$ cat config.mk
export PLATFORM = sky130hd
export DESIGN_NAME = rpc_capture_port
export DESIGN_NICKNAME = d
export VERILOG_FILES = /design/src/verilog/rpc_pkg.sv /design/src/verilog/rpc_capture_port.sv /design/src/verilog/rpc_sync.sv
export SDC_FILE = /design/constraint.sdc
export NUM_CORES = 1
export LEC_CHECK = 0
export BUFFER_PORTS_ARGS = -buffer_cell sky130_fd_sc_hd__buf_2
export CAP_MARGIN = 40
export CORE_MARGIN = 8
export CORE_UTILIZATION = 55
export DETAILED_ROUTE_END_ITERATION = 12
export MAX_ROUTING_LAYER = met4
export PLACE_DENSITY_LB_ADDON = 0.15
export SLEW_MARGIN = 30
export SYNTH_ARGS = -nofsm -noshare
export SYNTH_HDL_FRONTEND = slang
export SYNTH_SLANG_ARGS = --single-unit
export TNS_END_PERCENT = 10
$ cat constraint.sdc
create_clock -name pclk -period 3.8 [get_ports pclk]
set_clock_uncertainty 0.05 [all_clocks]
set_input_delay 0.38 -clock pclk [delete_from_list [all_inputs] [get_ports pclk]]
set_output_delay 0.38 -clock pclk [all_outputs]
set_load 0.05 [all_outputs]
$ cat src/verilog/rpc_pkg.sv
package rpc_pkg;

	////////////////////////////////////////////////////////////////////////////////
	// register map, byte addresses
	localparam int unsigned ADDR_W = 8;
	localparam logic [7:0] CTRL_OFS = 8'h00;
	localparam logic [7:0] LIMIT_OFS = 8'h04;
	localparam logic [7:0] STATUS_OFS = 8'h08;
	localparam logic [7:0] MASK_OFS = 8'h0C;
	localparam logic [7:0] COUNT_OFS = 8'h10;
	localparam logic [7:0] DATA_OFS = 8'h14;

	////////////////////////////////////////////////////////////////////////////////
	// field positions and widths
	localparam int unsigned CTRL_EN_BIT = 0;
	localparam int unsigned CTRL_WIDTH_LSB = 1;
	localparam int unsigned LIMIT_FIELD_W = 12;
	localparam int unsigned LIMIT_LOW_LSB = 0;
	localparam int unsigned LIMIT_HIGH_LSB = 16;
	localparam int unsigned COUNT_W = 24;
	localparam int unsigned PORT_W = 20;
	localparam int unsigned STAT_W = 2;
	localparam int unsigned STAT_DONE_BIT = 0;
	localparam int unsigned STAT_GATE_BIT = 1;
	localparam int unsigned COUNT_BUSY_BIT = 31;
	localparam int unsigned DATA_COLOUR_LSB = 24;

	////////////////////////////////////////////////////////////////////////////////
	// reset values and timing
	localparam logic CTRL_EN_RESET = 1'b0;
	localparam logic [11:0] LIMIT_RESET = 12'h000;
	localparam logic [1:0] MASK_RESET = 2'h0;
	localparam logic [1:0] HOLD_CYCLES = 2'h2;

	////////////////////////////////////////////////////////////////////////////////
	// types
	typedef enum logic [1:0] {WIDTH_8, WIDTH_10, WIDTH_16, WIDTH_20} rpc_width_type;
	typedef enum logic [1:0] {COLOUR_GREEN, COLOUR_RED, COLOUR_BLUE} rpc_colour_type;
	typedef enum logic [1:0] {ST_IDLE, ST_CAPTURE, ST_HOLDOFF, ST_DONE} rpc_state_type;

	typedef struct packed
	{
		logic [19:0] data;
		rpc_colour_type colour;
	} rpc_pixel_type;

	function automatic logic [19:0] width_mask(input rpc_width_type w);
		logic [19:0] m;
		m = 20'h000FF;
		unique case (w)
			WIDTH_8: m = 20'h000FF;
			WIDTH_10: m = 20'h003FF;
			WIDTH_16: m = 20'h0FFFF;
			WIDTH_20: m = 20'hFFFFF;
		endcase
		return m;
	endfunction : width_mask

endpackage : rpc_pkg

$ cat src/verilog/rpc_capture_port.sv
`timescale 1ns/1ps
module rpc_capture_port
	import rpc_pkg::*;
	(
	input wire logic pclk,
	input wire logic presetn,
	input wire logic [7:0] paddr,
	input wire logic psel,
	input wire logic penable,
	input wire logic pwrite,
	input wire logic [31:0] pwdata,
	output logic [31:0] prdata,
	output logic pready,
	output logic pslverr,
	input wire logic port_clock_line_zero,
	input wire logic port_control_line_zero,
	input wire logic [19:0] port_pixel_bus,
	output rpc_pixel_type pix_out,
	output logic pix_valid,
	output logic capture_busy,
	output logic irq
	);

	////////////////////////////////////////////////////////////////////////////////
	// pin synchronisers
	logic [PORT_W+1:0] sync_bus;
	logic clk_s;
	logic sample_gate;
	logic [19:0] data_s;
	logic clk_prev;
	logic pixel_edge;

	rpc_sync #(.WIDTH(PORT_W + 2)) u_sync
	(
		.clk(pclk),
		.rst_n(presetn),
		.din({port_clock_line_zero, port_control_line_zero, port_pixel_bus}),
		.dout(sync_bus)
	);

	assign clk_s = sync_bus[PORT_W+1];
	assign sample_gate = sync_bus[PORT_W];
	assign data_s = sync_bus[PORT_W-1:0];

	// sample on the falling edge, mid-cycle, since the sensor moves data on the rising one
	assign pixel_edge = clk_prev & ~clk_s;

	////////////////////////////////////////////////////////////////////////////////
	// register file
	logic ctrl_en;
	rpc_width_type ctrl_width;
	logic [11:0] count_low_limit;
	logic [11:0] count_high_limit;
	logic [STAT_W-1:0] status;
	logic [STAT_W-1:0] irq_mask;
	logic [31:0] prdata_q;
	logic next_ctrl_en;
	rpc_width_type next_ctrl_width;
	logic [11:0] next_count_low_limit;
	logic [11:0] next_count_high_limit;
	logic [STAT_W-1:0] next_status;
	logic [STAT_W-1:0] next_irq_mask;
	logic [31:0] next_prdata_q;
	logic [STAT_W-1:0] stat_set;
	logic [COUNT_W-1:0] limit_full;
	logic [COUNT_W-1:0] count;
	rpc_state_type state;
	logic addr_ok;
	logic wr_acc;
	logic rd_acc;

	assign limit_full = {count_high_limit, count_low_limit};
	assign addr_ok = (paddr == CTRL_OFS) || (paddr == LIMIT_OFS) || (paddr == STATUS_OFS)
		|| (paddr == MASK_OFS) || (paddr == COUNT_OFS) || (paddr == DATA_OFS);
	assign wr_acc = psel & penable & pwrite & addr_ok;
	assign rd_acc = psel & penable & ~pwrite;
	assign pready = 1'b1;
	assign pslverr = psel & penable & ~addr_ok;
	assign prdata = prdata_q;
	assign irq = |(status & irq_mask);
	assign capture_busy = (state == ST_CAPTURE) || (state == ST_HOLDOFF);

	always_comb
	begin
		next_ctrl_en = ctrl_en;
		next_ctrl_width = ctrl_width;
		next_count_low_limit = count_low_limit;
		next_count_high_limit = count_high_limit;
		next_irq_mask = irq_mask;
		next_prdata_q = prdata_q;
		next_status = status;
		if (wr_acc)
		begin
			unique case (paddr)
				CTRL_OFS:
				begin
					next_ctrl_en = pwdata[CTRL_EN_BIT];
					next_ctrl_width = rpc_width_type'(pwdata[CTRL_WIDTH_LSB +: 2]);
				end
				LIMIT_OFS:
				begin
					next_count_low_limit = pwdata[LIMIT_LOW_LSB +: LIMIT_FIELD_W];
					next_count_high_limit = pwdata[LIMIT_HIGH_LSB +: LIMIT_FIELD_W];
				end
				MASK_OFS: next_irq_mask = pwdata[STAT_W-1:0];
				default: ;
			endcase
		end
		// read data is latched in the setup cycle
		if (psel & ~penable & ~pwrite)
		begin
			next_prdata_q = 32'h00000000;
			unique case (paddr)
				CTRL_OFS: next_prdata_q = {29'h0, ctrl_width, ctrl_en};
				LIMIT_OFS: next_prdata_q = {4'h0, count_high_limit, 4'h0, count_low_limit};
				STATUS_OFS: next_prdata_q = {30'h0, status};
				MASK_OFS: next_prdata_q = {30'h0, irq_mask};
				COUNT_OFS: next_prdata_q = {capture_busy, 7'h0, count};
				DATA_OFS: next_prdata_q = {6'h0, pix_out.colour, 4'h0, pix_out.data};
				default: next_prdata_q = 32'h00000000;
			endcase
		end
		// read clears only the bits reported, a new event wins over the clear
		if (rd_acc && paddr == STATUS_OFS)
			next_status = status & ~prdata_q[STAT_W-1:0];
		next_status = next_status | stat_set;
	end

	always_ff @(posedge pclk or negedge presetn)
	begin
		if (!presetn)
		begin
			ctrl_en <= CTRL_EN_RESET;
			ctrl_width <= WIDTH_8;
			count_low_limit <= LIMIT_RESET;
			count_high_limit <= LIMIT_RESET;
			irq_mask <= MASK_RESET;
			status <= '0;
			prdata_q <= 32'h00000000;
		end
		else
		begin
			ctrl_en <= next_ctrl_en;
			ctrl_width <= next_ctrl_width;
			count_low_limit <= next_count_low_limit;
			count_high_limit <= next_count_high_limit;
			irq_mask <= next_irq_mask;
			status <= next_status;
			prdata_q <= next_prdata_q;
		end
	end

	////////////////////////////////////////////////////////////////////////////////
	// capture engine
	logic en_prev;
	logic row_odd;
	logic col_odd;
	logic gate_seen;
	logic [1:0] hold_cnt;
	rpc_state_type next_state;
	logic [COUNT_W-1:0] next_count;
	logic next_row_odd;
	logic next_col_odd;
	logic next_gate_seen;
	logic [1:0] next_hold_cnt;
	rpc_pixel_type next_pix_out;
	logic next_pix_valid;
	logic [COUNT_W-1:0] count_inc;

	assign count_inc = COUNT_W'(count + 24'h1);

	always_comb
	begin
		next_state = state;
		next_count = count;
		next_row_odd = row_odd;
		next_col_odd = col_odd;
		next_gate_seen = gate_seen;
		next_hold_cnt = hold_cnt;
		next_pix_out = pix_out;
		next_pix_valid = 1'b0;
		stat_set = '0;
		unique case (state)
			ST_IDLE:
				if (ctrl_en & ~en_prev)
				begin
					next_state = ST_CAPTURE;
					next_count = '0;
					next_row_odd = 1'b1;
					next_col_odd = 1'b0;
					next_gate_seen = 1'b0;
				end
			ST_CAPTURE:
				if (pixel_edge && sample_gate)
				begin
					next_pix_valid = 1'b1;
					next_pix_out.data = data_s & width_mask(ctrl_width);
					if (row_odd)
						next_pix_out.colour = col_odd ? COLOUR_RED : COLOUR_GREEN;
					else
						next_pix_out.colour = col_odd ? COLOUR_GREEN : COLOUR_BLUE;
					next_col_odd = ~col_odd;
					next_gate_seen = 1'b1;
					next_count = count_inc;
					// a zero limit wraps to the full 2^24 samples
					if (count_inc == limit_full)
					begin
						next_state = ST_HOLDOFF;
						next_hold_cnt = '0;
						stat_set[STAT_DONE_BIT] = 1'b1;
					end
				end
				else if (pixel_edge && gate_seen)
				begin
					// gate falls between rows, never inside blanking rows
					next_gate_seen = 1'b0;
					next_row_odd = ~row_odd;
					next_col_odd = 1'b0;
				end
			ST_HOLDOFF:
				if (pixel_edge)
				begin
					if (sample_gate)
						stat_set[STAT_GATE_BIT] = 1'b1;
					next_hold_cnt = 2'(hold_cnt + 2'h1);
					if (next_hold_cnt == HOLD_CYCLES)
						next_state = ST_DONE;
				end
			ST_DONE: ;
		endcase
		if (!ctrl_en)
			next_state = ST_IDLE;
	end

	always_ff @(posedge pclk or negedge presetn)
	begin
		if (!presetn)
		begin
			state <= ST_IDLE;
			count <= '0;
			row_odd <= 1'b1;
			col_odd <= 1'b0;
			gate_seen <= 1'b0;
			hold_cnt <= '0;
			pix_out <= '0;
			pix_valid <= 1'b0;
			en_prev <= 1'b0;
			clk_prev <= 1'b0;
		end
		else
		begin
			state <= next_state;
			count <= next_count;
			row_odd <= next_row_odd;
			col_odd <= next_col_odd;
			gate_seen <= next_gate_seen;
			hold_cnt <= next_hold_cnt;
			pix_out <= next_pix_out;
			pix_valid <= next_pix_valid;
			en_prev <= ctrl_en;
			clk_prev <= clk_s;
		end
	end
endmodule : rpc_capture_port

$ cat src/verilog/rpc_sync.sv
`timescale 1ns/1ps
module rpc_sync
	#(parameter int unsigned WIDTH = 1)
	(
	input wire logic clk,
	input wire logic rst_n,
	input wire logic [WIDTH-1:0] din,
	output logic [WIDTH-1:0] dout
	);

	logic [WIDTH-1:0] stage1;

	// two flops, first stage read only by the second
	always_ff @(posedge clk or negedge rst_n)
	begin
		if (!rst_n)
		begin
			stage1 <= '0;
			dout <= '0;
		end
		else
		begin
			stage1 <= din;
			dout <= stage1;
		end
	end

endmodule : rpc_sync
==> results of run 1 <==
## worst max path at each step
stage	from	end	slack (ns)
after floorplan	count[0]	state[0]	1.11
after detailed placement	count[2]	hold_cnt[0]	0.79
after CTS	count[0]	hold_cnt[0]	0.76
after global placement	count[2]	state[1]	0.90
after global routing	count[0]	state[0]	0.52
final	count[0]	state[0]	0.75
## final cells by class
cell class                      instances  area (um^2)  share of cell area [%]
Clock inverter                         14          164                    1.86
Timing Repair Buffer                  148          893                    10.1
Clock buffer                           18          439                    4.99
Sequential cell                       160         4010                    45.5
Inverter                               11         41.3                   0.469
Multi-Input combinational cell        466         3040                    34.5
Tap cell                              176          220                    2.50
## kinds of logic after synthesis
group                      Yosys count  share of synthesized area [%]
adders and majority gates            5                          0.859
and+or+nand+nor                    222                           16.1
other                                2                          0.103
DFF                                160                           55.0
buffers and inverters               60                           3.64
xor gates and xnor gates            31                           3.73
muxes                               44                           7.03
AOI/OAI and AO/OA                  160                           13.6
## synth_stat cells, types with 3 or more instances
library cell	n
sky130_fd_sc_hd__xor2_1	10
sky130_fd_sc_hd__inv_1	11
sky130_fd_sc_hd__a31oi_1	9
sky130_fd_sc_hd__mux2_2	37
sky130_fd_sc_hd__mux2i_1	5
sky130_fd_sc_hd__ha_1	5
sky130_fd_sc_hd__or4_1	3
sky130_fd_sc_hd__and3_1	7
sky130_fd_sc_hd__buf_2	8
sky130_fd_sc_hd__xnor2_1	21
sky130_fd_sc_hd__o31ai_1	9
sky130_fd_sc_hd__a21oi_1	37
sky130_fd_sc_hd__a222oi_1	13
sky130_fd_sc_hd__nor2_1	64
sky130_fd_sc_hd__nand3_1	22
sky130_fd_sc_hd__a22o_1	3
sky130_fd_sc_hd__o21ai_0	63
sky130_fd_sc_hd__nor3_1	9
sky130_fd_sc_hd__a22oi_1	13
sky130_fd_sc_hd__nor4_4	3
sky130_fd_sc_hd__nand3b_1	3
sky130_fd_sc_hd__nand4_1	11
sky130_fd_sc_hd__nor3b_1	3
sky130_fd_sc_hd__or3_1	3
sky130_fd_sc_hd__nand2_1	62
sky130_fd_sc_hd__buf_4	6
sky130_fd_sc_hd__dfrtp_1	159
sky130_fd_sc_hd__and4_1	6
sky130_fd_sc_hd__and2_1	6
sky130_fd_sc_hd__nor4_1	5
sky130_fd_sc_hd__clkbuf_1	34
## worst max-delay path, delay by kind of cell, from the launching register on
| family | cells | cell delay [ns] |
|---|---|---|
| AOI/OAI and AO/OA | 2 | 0.35 |
| xor gates and xnor gates | 1 | 0.15 |
| adders and majority gates | 1 | 0.40 |
| DFF | 1 | 0.45 |
| and+or+nand+nor | 4 | 1.53 |
## metal layers
layer	vias up	part of all wire [%]	GRT usage [%]
met2	180	49	39.3
met1	2877	43	31.8
met4	0	1.6	8.91
met5	-	0	-
li1	2711	-	-
met3	24	5.6	5.42
## registers in the layout (all words and copies together), names as in the netlist, 2 cells and up
| register | flops |
|---|---|
| count_low_limit | 12 |
| u_sync.dout | 22 |
| hold_cnt | 2 |
| ctrl_width | 2 |
| irq_mask | 2 |
| state | 2 |
| u_sync.stage1 | 22 |
| prdata | 29 |
| pix_out | 22 |
| status | 2 |
| count | 24 |
| count_high_limit | 12 |
## where the power goes
part           switching (W)  total [W]  leakage (nW)  internal, W
combinational       0.000293   0.000403          1.68     0.000110
sequential         0.0000433    0.00182          2.07      0.00178
clock               0.000787    0.00169         0.292     0.000902
## metrics by stage
| step | instances | hold WS [ns] | worst slack (ns) | instance area [um^2] |
|---|---|---|---|---|
| final | 993 | 0.0179 | 0.750 | 8800 |
| after global routing | 993 | 0.00241 | 0.515 | 8800 |
| after CTS | 993 | 0.00131 | 0.757 | 8800 |
| after detailed placement | 939 | 0.285 | 0.789 | 7980 |
| after global placement | 938 | 0.281 | 0.897 | 7970 |
| after floorplan | 686 | 0.0344 | 1.11 | 7290 |
==> impl_metrics.env, run 1 <==
export IMPL_global_route_overflow_total=0
export IMPL_synth_largest_type_area_fraction_pct=54.6
export IMPL_min_from="port_clock_line_zero"
export IMPL_synth_warnings=0
export IMPL_via_count=5792
export IMPL_clk_transition_reported_paths_ns=0.07
export IMPL_initial_core_utilization_pct=55.6
export IMPL_synth_seq_area_share_pct=55.0
export IMPL_min_delay_worst_endpoint="u_sync.stage1[21]"
export IMPL_routability_congestion=0.892
export IMPL_clock_tree_from_tritoncts="built"
export IMPL_most_used_cells_in_the_layout_excluding_fill_and_tap_cells="sky130_fd_sc_hd__dfrtp_1 (159), sky130_fd_sc_hd__buf_2 (112), sky130_fd_sc_hd__nor2_1 (64), sky130_fd_sc_hd__o21ai_0 (63), sky130_fd_sc_hd__nand2_1 (62)"
export IMPL_ys_seq_elements=160
export IMPL_power_w=0.00392
export IMPL_critPathRequiredTime_ns=4.07
export IMPL_rsz0062_at_grt="false"
export IMPL_chipHeight_um=131
export IMPL_dr_first_iter_drc_count=471
export IMPL_crit_path_start_kind="flip-flop"
export IMPL_report_final_setup_viol=0
export IMPL_finish_net_count=876
export IMPL_tightest_slew_ns=0.779
export IMPL_fin_util_pct=67.3
export IMPL_floorplan_die_width_um=131
export IMPL_htreeDepth=4
export IMPL_dominantRegCellSynth="sky130_fd_sc_hd__dfrtp_1"
export IMPL_clockBufferDepth=2
export IMPL_area_growth_syn_to_layout_pct=20.9
export IMPL_netlist_top_cells_area="sky130_fd_sc_hd__dfrtp_1 (55%), sky130_fd_sc_hd__mux2_2 (5.7%), sky130_fd_sc_hd__o21ai_0 (4.3%)"
export IMPL_finalCritPeriodShare_pct=80.3
export IMPL_rr_worst_depth=8
export IMPL_cts_root_buffer="sky130_fd_sc_hd__clkbuf_16"
export IMPL_grt_first_pass_wirelength_um=31900
export IMPL_final_hold_violation_count=0
export IMPL_drt_vias_per_instance=5.83
export IMPL_clock_insertion_delay_at_the_later_pin_of_the_skew_report_ns=0.43
export IMPL_worstPathCellList="ha_1 > nand4_4 > or4_4 > nor4_4 > xnor2_1 > nor4_4 > a31oi_1 > o21a_1"
export IMPL_maximum_number_of_pins_on_one_net_before_global_route_repair=84
export IMPL_critical_path_class="reg -> reg"
export IMPL_io_pins=126
export IMPL_drt_wl_total_um=19700
export IMPL_maximum_capacitance_violations=0
export IMPL_cts_buffers_inserted=17
export IMPL_max_freq_mhz=328
export IMPL_syn_inst=684
export IMPL_static_leakage_power_nw=4.04
export IMPL_grt_util_all_layers_pct=25.1
export IMPL_maxSlewHeadroom_pct=48.1
export IMPL_synth_enable_flop_cells=0
export IMPL_die_area_um2=17200
export IMPL_first_global_vias=6138
export IMPL_slowest_delay_ns=0.57
export IMPL_rows=42
export IMPL_final_layout_size_suffix_gt1_share_pct=25.9
export IMPL_ys_async_sr_fraction_pct=100
export IMPL_ir_worst_vdd_mv=0.401
export IMPL_worstReg2RegStart="count[0]"
export IMPL_port_buffers=113
export IMPL_setup_tns_ns=0
export IMPL_wl_per_cell_um=19.8
export IMPL_path_common_cell="sky130_fd_sc_hd__nor4_4"
export IMPL_drt_pre_antenna_iters=8
export IMPL_ctsHoldBuffers=22
export IMPL_drc=0
export IMPL_layout_min_cycle_time_ns=3.05
export IMPL_worst_ep_arrival_time_ns=3.32
export IMPL_place_detailed_hpwl_um=13500
export IMPL_worst_r2r_setup_slack_ns=0.75
export IMPL_postRouteAntennaNets=0
export IMPL_grt_antenna_before_repair=0
export IMPL_numClockSinks=160
export IMPL_final_common_cell="sky130_fd_sc_hd__dfrtp_1"
export IMPL_core_area_um2=13100
export IMPL_yosysTopAreaCell="sky130_fd_sc_hd__dfrtp_1"
export IMPL_min_path_cells=1
export IMPL_drv_slew=0
export IMPL_synth_lib_cells_used_distinct=58
export IMPL_min_path_type="in -> reg"
export IMPL_cts_resized=0
export IMPL_power_density_nw_per_um2=445
export IMPL_syn_area_um2=7280
export IMPL_fillers=1015
export IMPL_crit_slowest_cell="sky130_fd_sc_hd__or4_4"
export IMPL_crit_reg2reg_capture="state[0]"
export IMPL_post_cts_buffers=0
export IMPL_critPathCaptureType="flip-flop"
export IMPL_post_synth_cell_area_avg_um2=10.6
export IMPL_timing_critical_path_fanout_max=8
export IMPL_total_inserted_antenna_cells=0
export IMPL_outcome="finished, final reports clean"
(Power assumes the default switching activity.)
==> run 2: changes to the inputs <==
- ABC_AREA: not set -> 1
- CORE_UTILIZATION: 55 -> 51
- clock period: 3.8 -> 2.51 ns (I/O delays scaled with it)
==> run 2 against run 1 <==
Net effect: fmax increased by 28%; utilization decreased by 3.1 points; combinational power decreased by 52%; synthesized area increased by 1.5%; total power increased by 37%; wire length increased by 0.84%; first-iteration DRC count decreased by 14%; non-clock buffer count increased by 15; worst setup slack got worse by 0.62 ns; flip-flop and latch count unchanged; register-to-register slack got worse by 0.62 ns; sequential share of layout area decreased by 2.1 points; largest power group unchanged.
==> impl_metrics.env, run 2 <==
export IMPL_finalCritPeriodShare_pct=95.0
export IMPL_dr_first_iter_drc_count=406
export IMPL_critical_path_class="reg -> reg"
export IMPL_finish_net_count=1076
export IMPL_met2WireLength_um=9120
export IMPL_max_freq_mhz=420
export IMPL_netlist_top_cells_area="sky130_fd_sc_hd__dfrtp_1 (54%), sky130_fd_sc_hd__nand2_1 (11%), sky130_fd_sc_hd__inv_1 (5.0%)"
export IMPL_ir_worst_vdd_mv=0.515
export IMPL_maxSlewHeadroom_pct=60.4
export IMPL_grt_first_pass_wirelength_um=31700
export IMPL_clockBufferDepth=2
export IMPL_port_buffers=113
export IMPL_rows=44
export IMPL_cts_root_buffer="sky130_fd_sc_hd__clkbuf_16"
export IMPL_worst_ep_arrival_time_ns=2.64
export IMPL_io_pins=126
export IMPL_wl_met3_um=1170
export IMPL_dominantRegCellSynth="sky130_fd_sc_hd__dfrtp_1"
export IMPL_clk_transition_reported_paths_ns=0.06
export IMPL_numClockSinks=160
export IMPL_floorplan_die_width_um=136
export IMPL_min_from="pwdata[27]"
export IMPL_outcome="finished, final reports clean"
export IMPL_post_synth_cell_area_avg_um2=8.75
export IMPL_total_inserted_antenna_cells=0
export IMPL_final_common_cell="sky130_fd_sc_hd__nand2_1"
export IMPL_clock_insertion_delay_at_the_later_pin_of_the_skew_report_ns=0.42
export IMPL_synth_enable_flop_cells=0
export IMPL_via_count=6287
export IMPL_final_layout_size_suffix_gt1_share_pct=22.4
export IMPL_initial_core_utilization_pct=51.4
export IMPL_static_leakage_power_nw=4.55
export IMPL_most_used_cells_in_the_layout_excluding_fill_and_tap_cells="sky130_fd_sc_hd__nand2_1 (220), sky130_fd_sc_hd__dfrtp_1 (159), sky130_fd_sc_hd__buf_2 (112), sky130_fd_sc_hd__inv_1 (99), sky130_fd_sc_hd__nand3_1 (68)"
export IMPL_rsz0062_at_grt="true"
export IMPL_power_density_nw_per_um2=582
export IMPL_cts_buffers_inserted=17
export IMPL_die_area_um2=18600
export IMPL_placed_cells=1141
export IMPL_drc=0
export IMPL_maximum_capacitance_violations=0
export IMPL_ys_seq_elements=160
export IMPL_ys_async_sr_fraction_pct=100
export IMPL_crit_reg2reg_capture="state[0]"
export IMPL_final_hold_violation_count=0
export IMPL_first_global_vias=6168
export IMPL_global_route_overflow_total=0
export IMPL_syn_inst=845
export IMPL_drt_pre_antenna_iters=5
export IMPL_wl_per_cell_um=16.5
export IMPL_clock_tree_from_tritoncts="built"
export IMPL_critPathRequiredTime_ns=2.77
export IMPL_drv_slew=0
export IMPL_report_final_setup_viol=0
export IMPL_synth_lib_cells_used_distinct=45
export IMPL_postRouteAntennaNets=0
export IMPL_grt_antenna_before_repair=0
export IMPL_place_detailed_hpwl_um=14100
export IMPL_synth_seq_area_share_pct=54.2
export IMPL_drt_vias_per_instance=5.23
export IMPL_finish_cell_count_without_fillers=1201
export IMPL_synth_warnings=0
export IMPL_htreeDepth=4
export IMPL_power_w=0.00537
export IMPL_hold_ws_ns=0.0122
export IMPL_layout_min_cycle_time_ns=2.38
export IMPL_fillers=1227
export IMPL_chipHeight_um=136
export IMPL_syn_area_um2=7390
export IMPL_worstReg2RegStart="count[1]"
export IMPL_min_path_type="in -> reg"
export IMPL_core_area_um2=14400
export IMPL_yosysMostFrequentCell="sky130_fd_sc_hd__nand2_1"
export IMPL_area_growth_syn_to_layout_pct=24.8
export IMPL_largest_register_ffs=29
export IMPL_maximum_number_of_pins_on_one_net_before_global_route_repair=63
export IMPL_wl_met1_um=9250
export IMPL_grt_util_all_layers_pct=22.7
export IMPL_synth_commonest_cells="sky130_fd_sc_hd__nand2_1 (226), sky130_fd_sc_hd__dfrtp_1 (159), sky130_fd_sc_hd__inv_1 (99)"
export IMPL_fin_util_pct=64.2
export IMPL_drt_wl_total_um=19900
export IMPL_setup_tns_ns=0
export IMPL_tightest_slew_ns=0.594
export IMPL_critPathCaptureType="flip-flop"
export IMPL_rr_worst_depth=16
export IMPL_routability_congestion=0.940
export IMPL_timing_critical_path_fanout_max=6
export IMPL_crit_path_start_kind="flip-flop"
export IMPL_yosysTopAreaCell="sky130_fd_sc_hd__dfrtp_1"
export IMPL_min_path_cells=2
export IMPL_synth_largest_type_area_fraction_pct=53.8
export IMPL_min_delay_worst_endpoint="count_high_limit[11]"
export IMPL_worst_r2r_setup_slack_ns=0.13
export IMPL_route_top_layer_used="met4"
run 2: repair_timing:
action                                  4_1_cts  5_1_grt
resized for setup                             0       24
endpoints found under the setup margin        0        5
hold endpoints to repair                     80        0
hold buffers                                 24        0
setup buffers                                 0        4
run 2: report_power, final:
group	total, W	internal, W	leakage, nW	switching, W
Sequential	0.00263	0.00262	2.12	0.0000106
Combinational	0.000194	0.0000769	2.15	0.000117
Clock	0.00255	0.00151	0.283	0.00104
run 2: cells by family (layout without fill, tap and decap cells):
family	after synthesis	count (layout)	synth area share, %
and+or+nand+nor	389	389	23.2
adders and majority gates	5	5	0.846
DFF	160	160	54.2
other	2	4	0.102
xor gates and xnor gates	4	4	0.474
AOI/OAI and AO/OA	138	138	10.4
muxes	21	21	3.91
buffers and inverters	126	296	6.82
run 2: stage by stage:
step / setup slack, ns / instance area (um^2)
final: 0.126 / 9230
after global routing: -0.0342 / 9230
after CTS: 0.0505 / 9110
after floorplan: 0.507 / 7400
after global placement: 0.125 / 8290
after detailed placement: 0.0580 / 8290
run 2: final cells by class:
class	count	area, um^2	area share [%]
clock buffer	22	454	4.92
clock inverter	10	130	1.41
inverter	101	379	4.11
multi-input combinational	561	2980	32.3
sequential	160	4010	43.4
tap	184	230	2.50
timing repair buffer	163	1050	11.4
run 2: how the worst max path moves through the flow:
stage	depth (start not counted)	start	slack, ns	to
final	16	count[1]	0.13	state[0]
after global routing	16	count[1]	-0.03	hold_cnt[0]
after CTS	16	count[0]	0.05	state[0]
after detailed placement	16	count[0]	0.06	state[0]
after global placement	16	count[0]	0.12	state[0]
after floorplan	16	count[0]	0.51	state[1]
run 2: routing by layer:
layer / track usage (%) / vias up
met1: 30.2 / 2983
met4: 6.16 / 0
li1: - / 3096
met5: - / -
met2: 33.9 / 186
met3: 5.58 / 22
run 2: worst max-delay path, stage by stage (launching register included):
cell and delay [ns]:
sky130_fd_sc_hd__dfrtp_1 0.44, sky130_fd_sc_hd__ha_4 0.18, sky130_fd_sc_hd__nand2_2 0.07, sky130_fd_sc_hd__nor2_4 0.23, sky130_fd_sc_hd__nand2_2 0.10, sky130_fd_sc_hd__nor2_2 0.18, sky130_fd_sc_hd__nand3_1 0.10, sky130_fd_sc_hd__nand3_1 0.09
sky130_fd_sc_hd__nand2_1 0.06, sky130_fd_sc_hd__nor2_1 0.16, sky130_fd_sc_hd__nand2_1 0.07, sky130_fd_sc_hd__nor2_1 0.15, sky130_fd_sc_hd__nand2_2 0.12, sky130_fd_sc_hd__nand2_2 0.08, sky130_fd_sc_hd__nand3_1 0.08, sky130_fd_sc_hd__nand2_1 0.07
sky130_fd_sc_hd__nand2_1 0.06
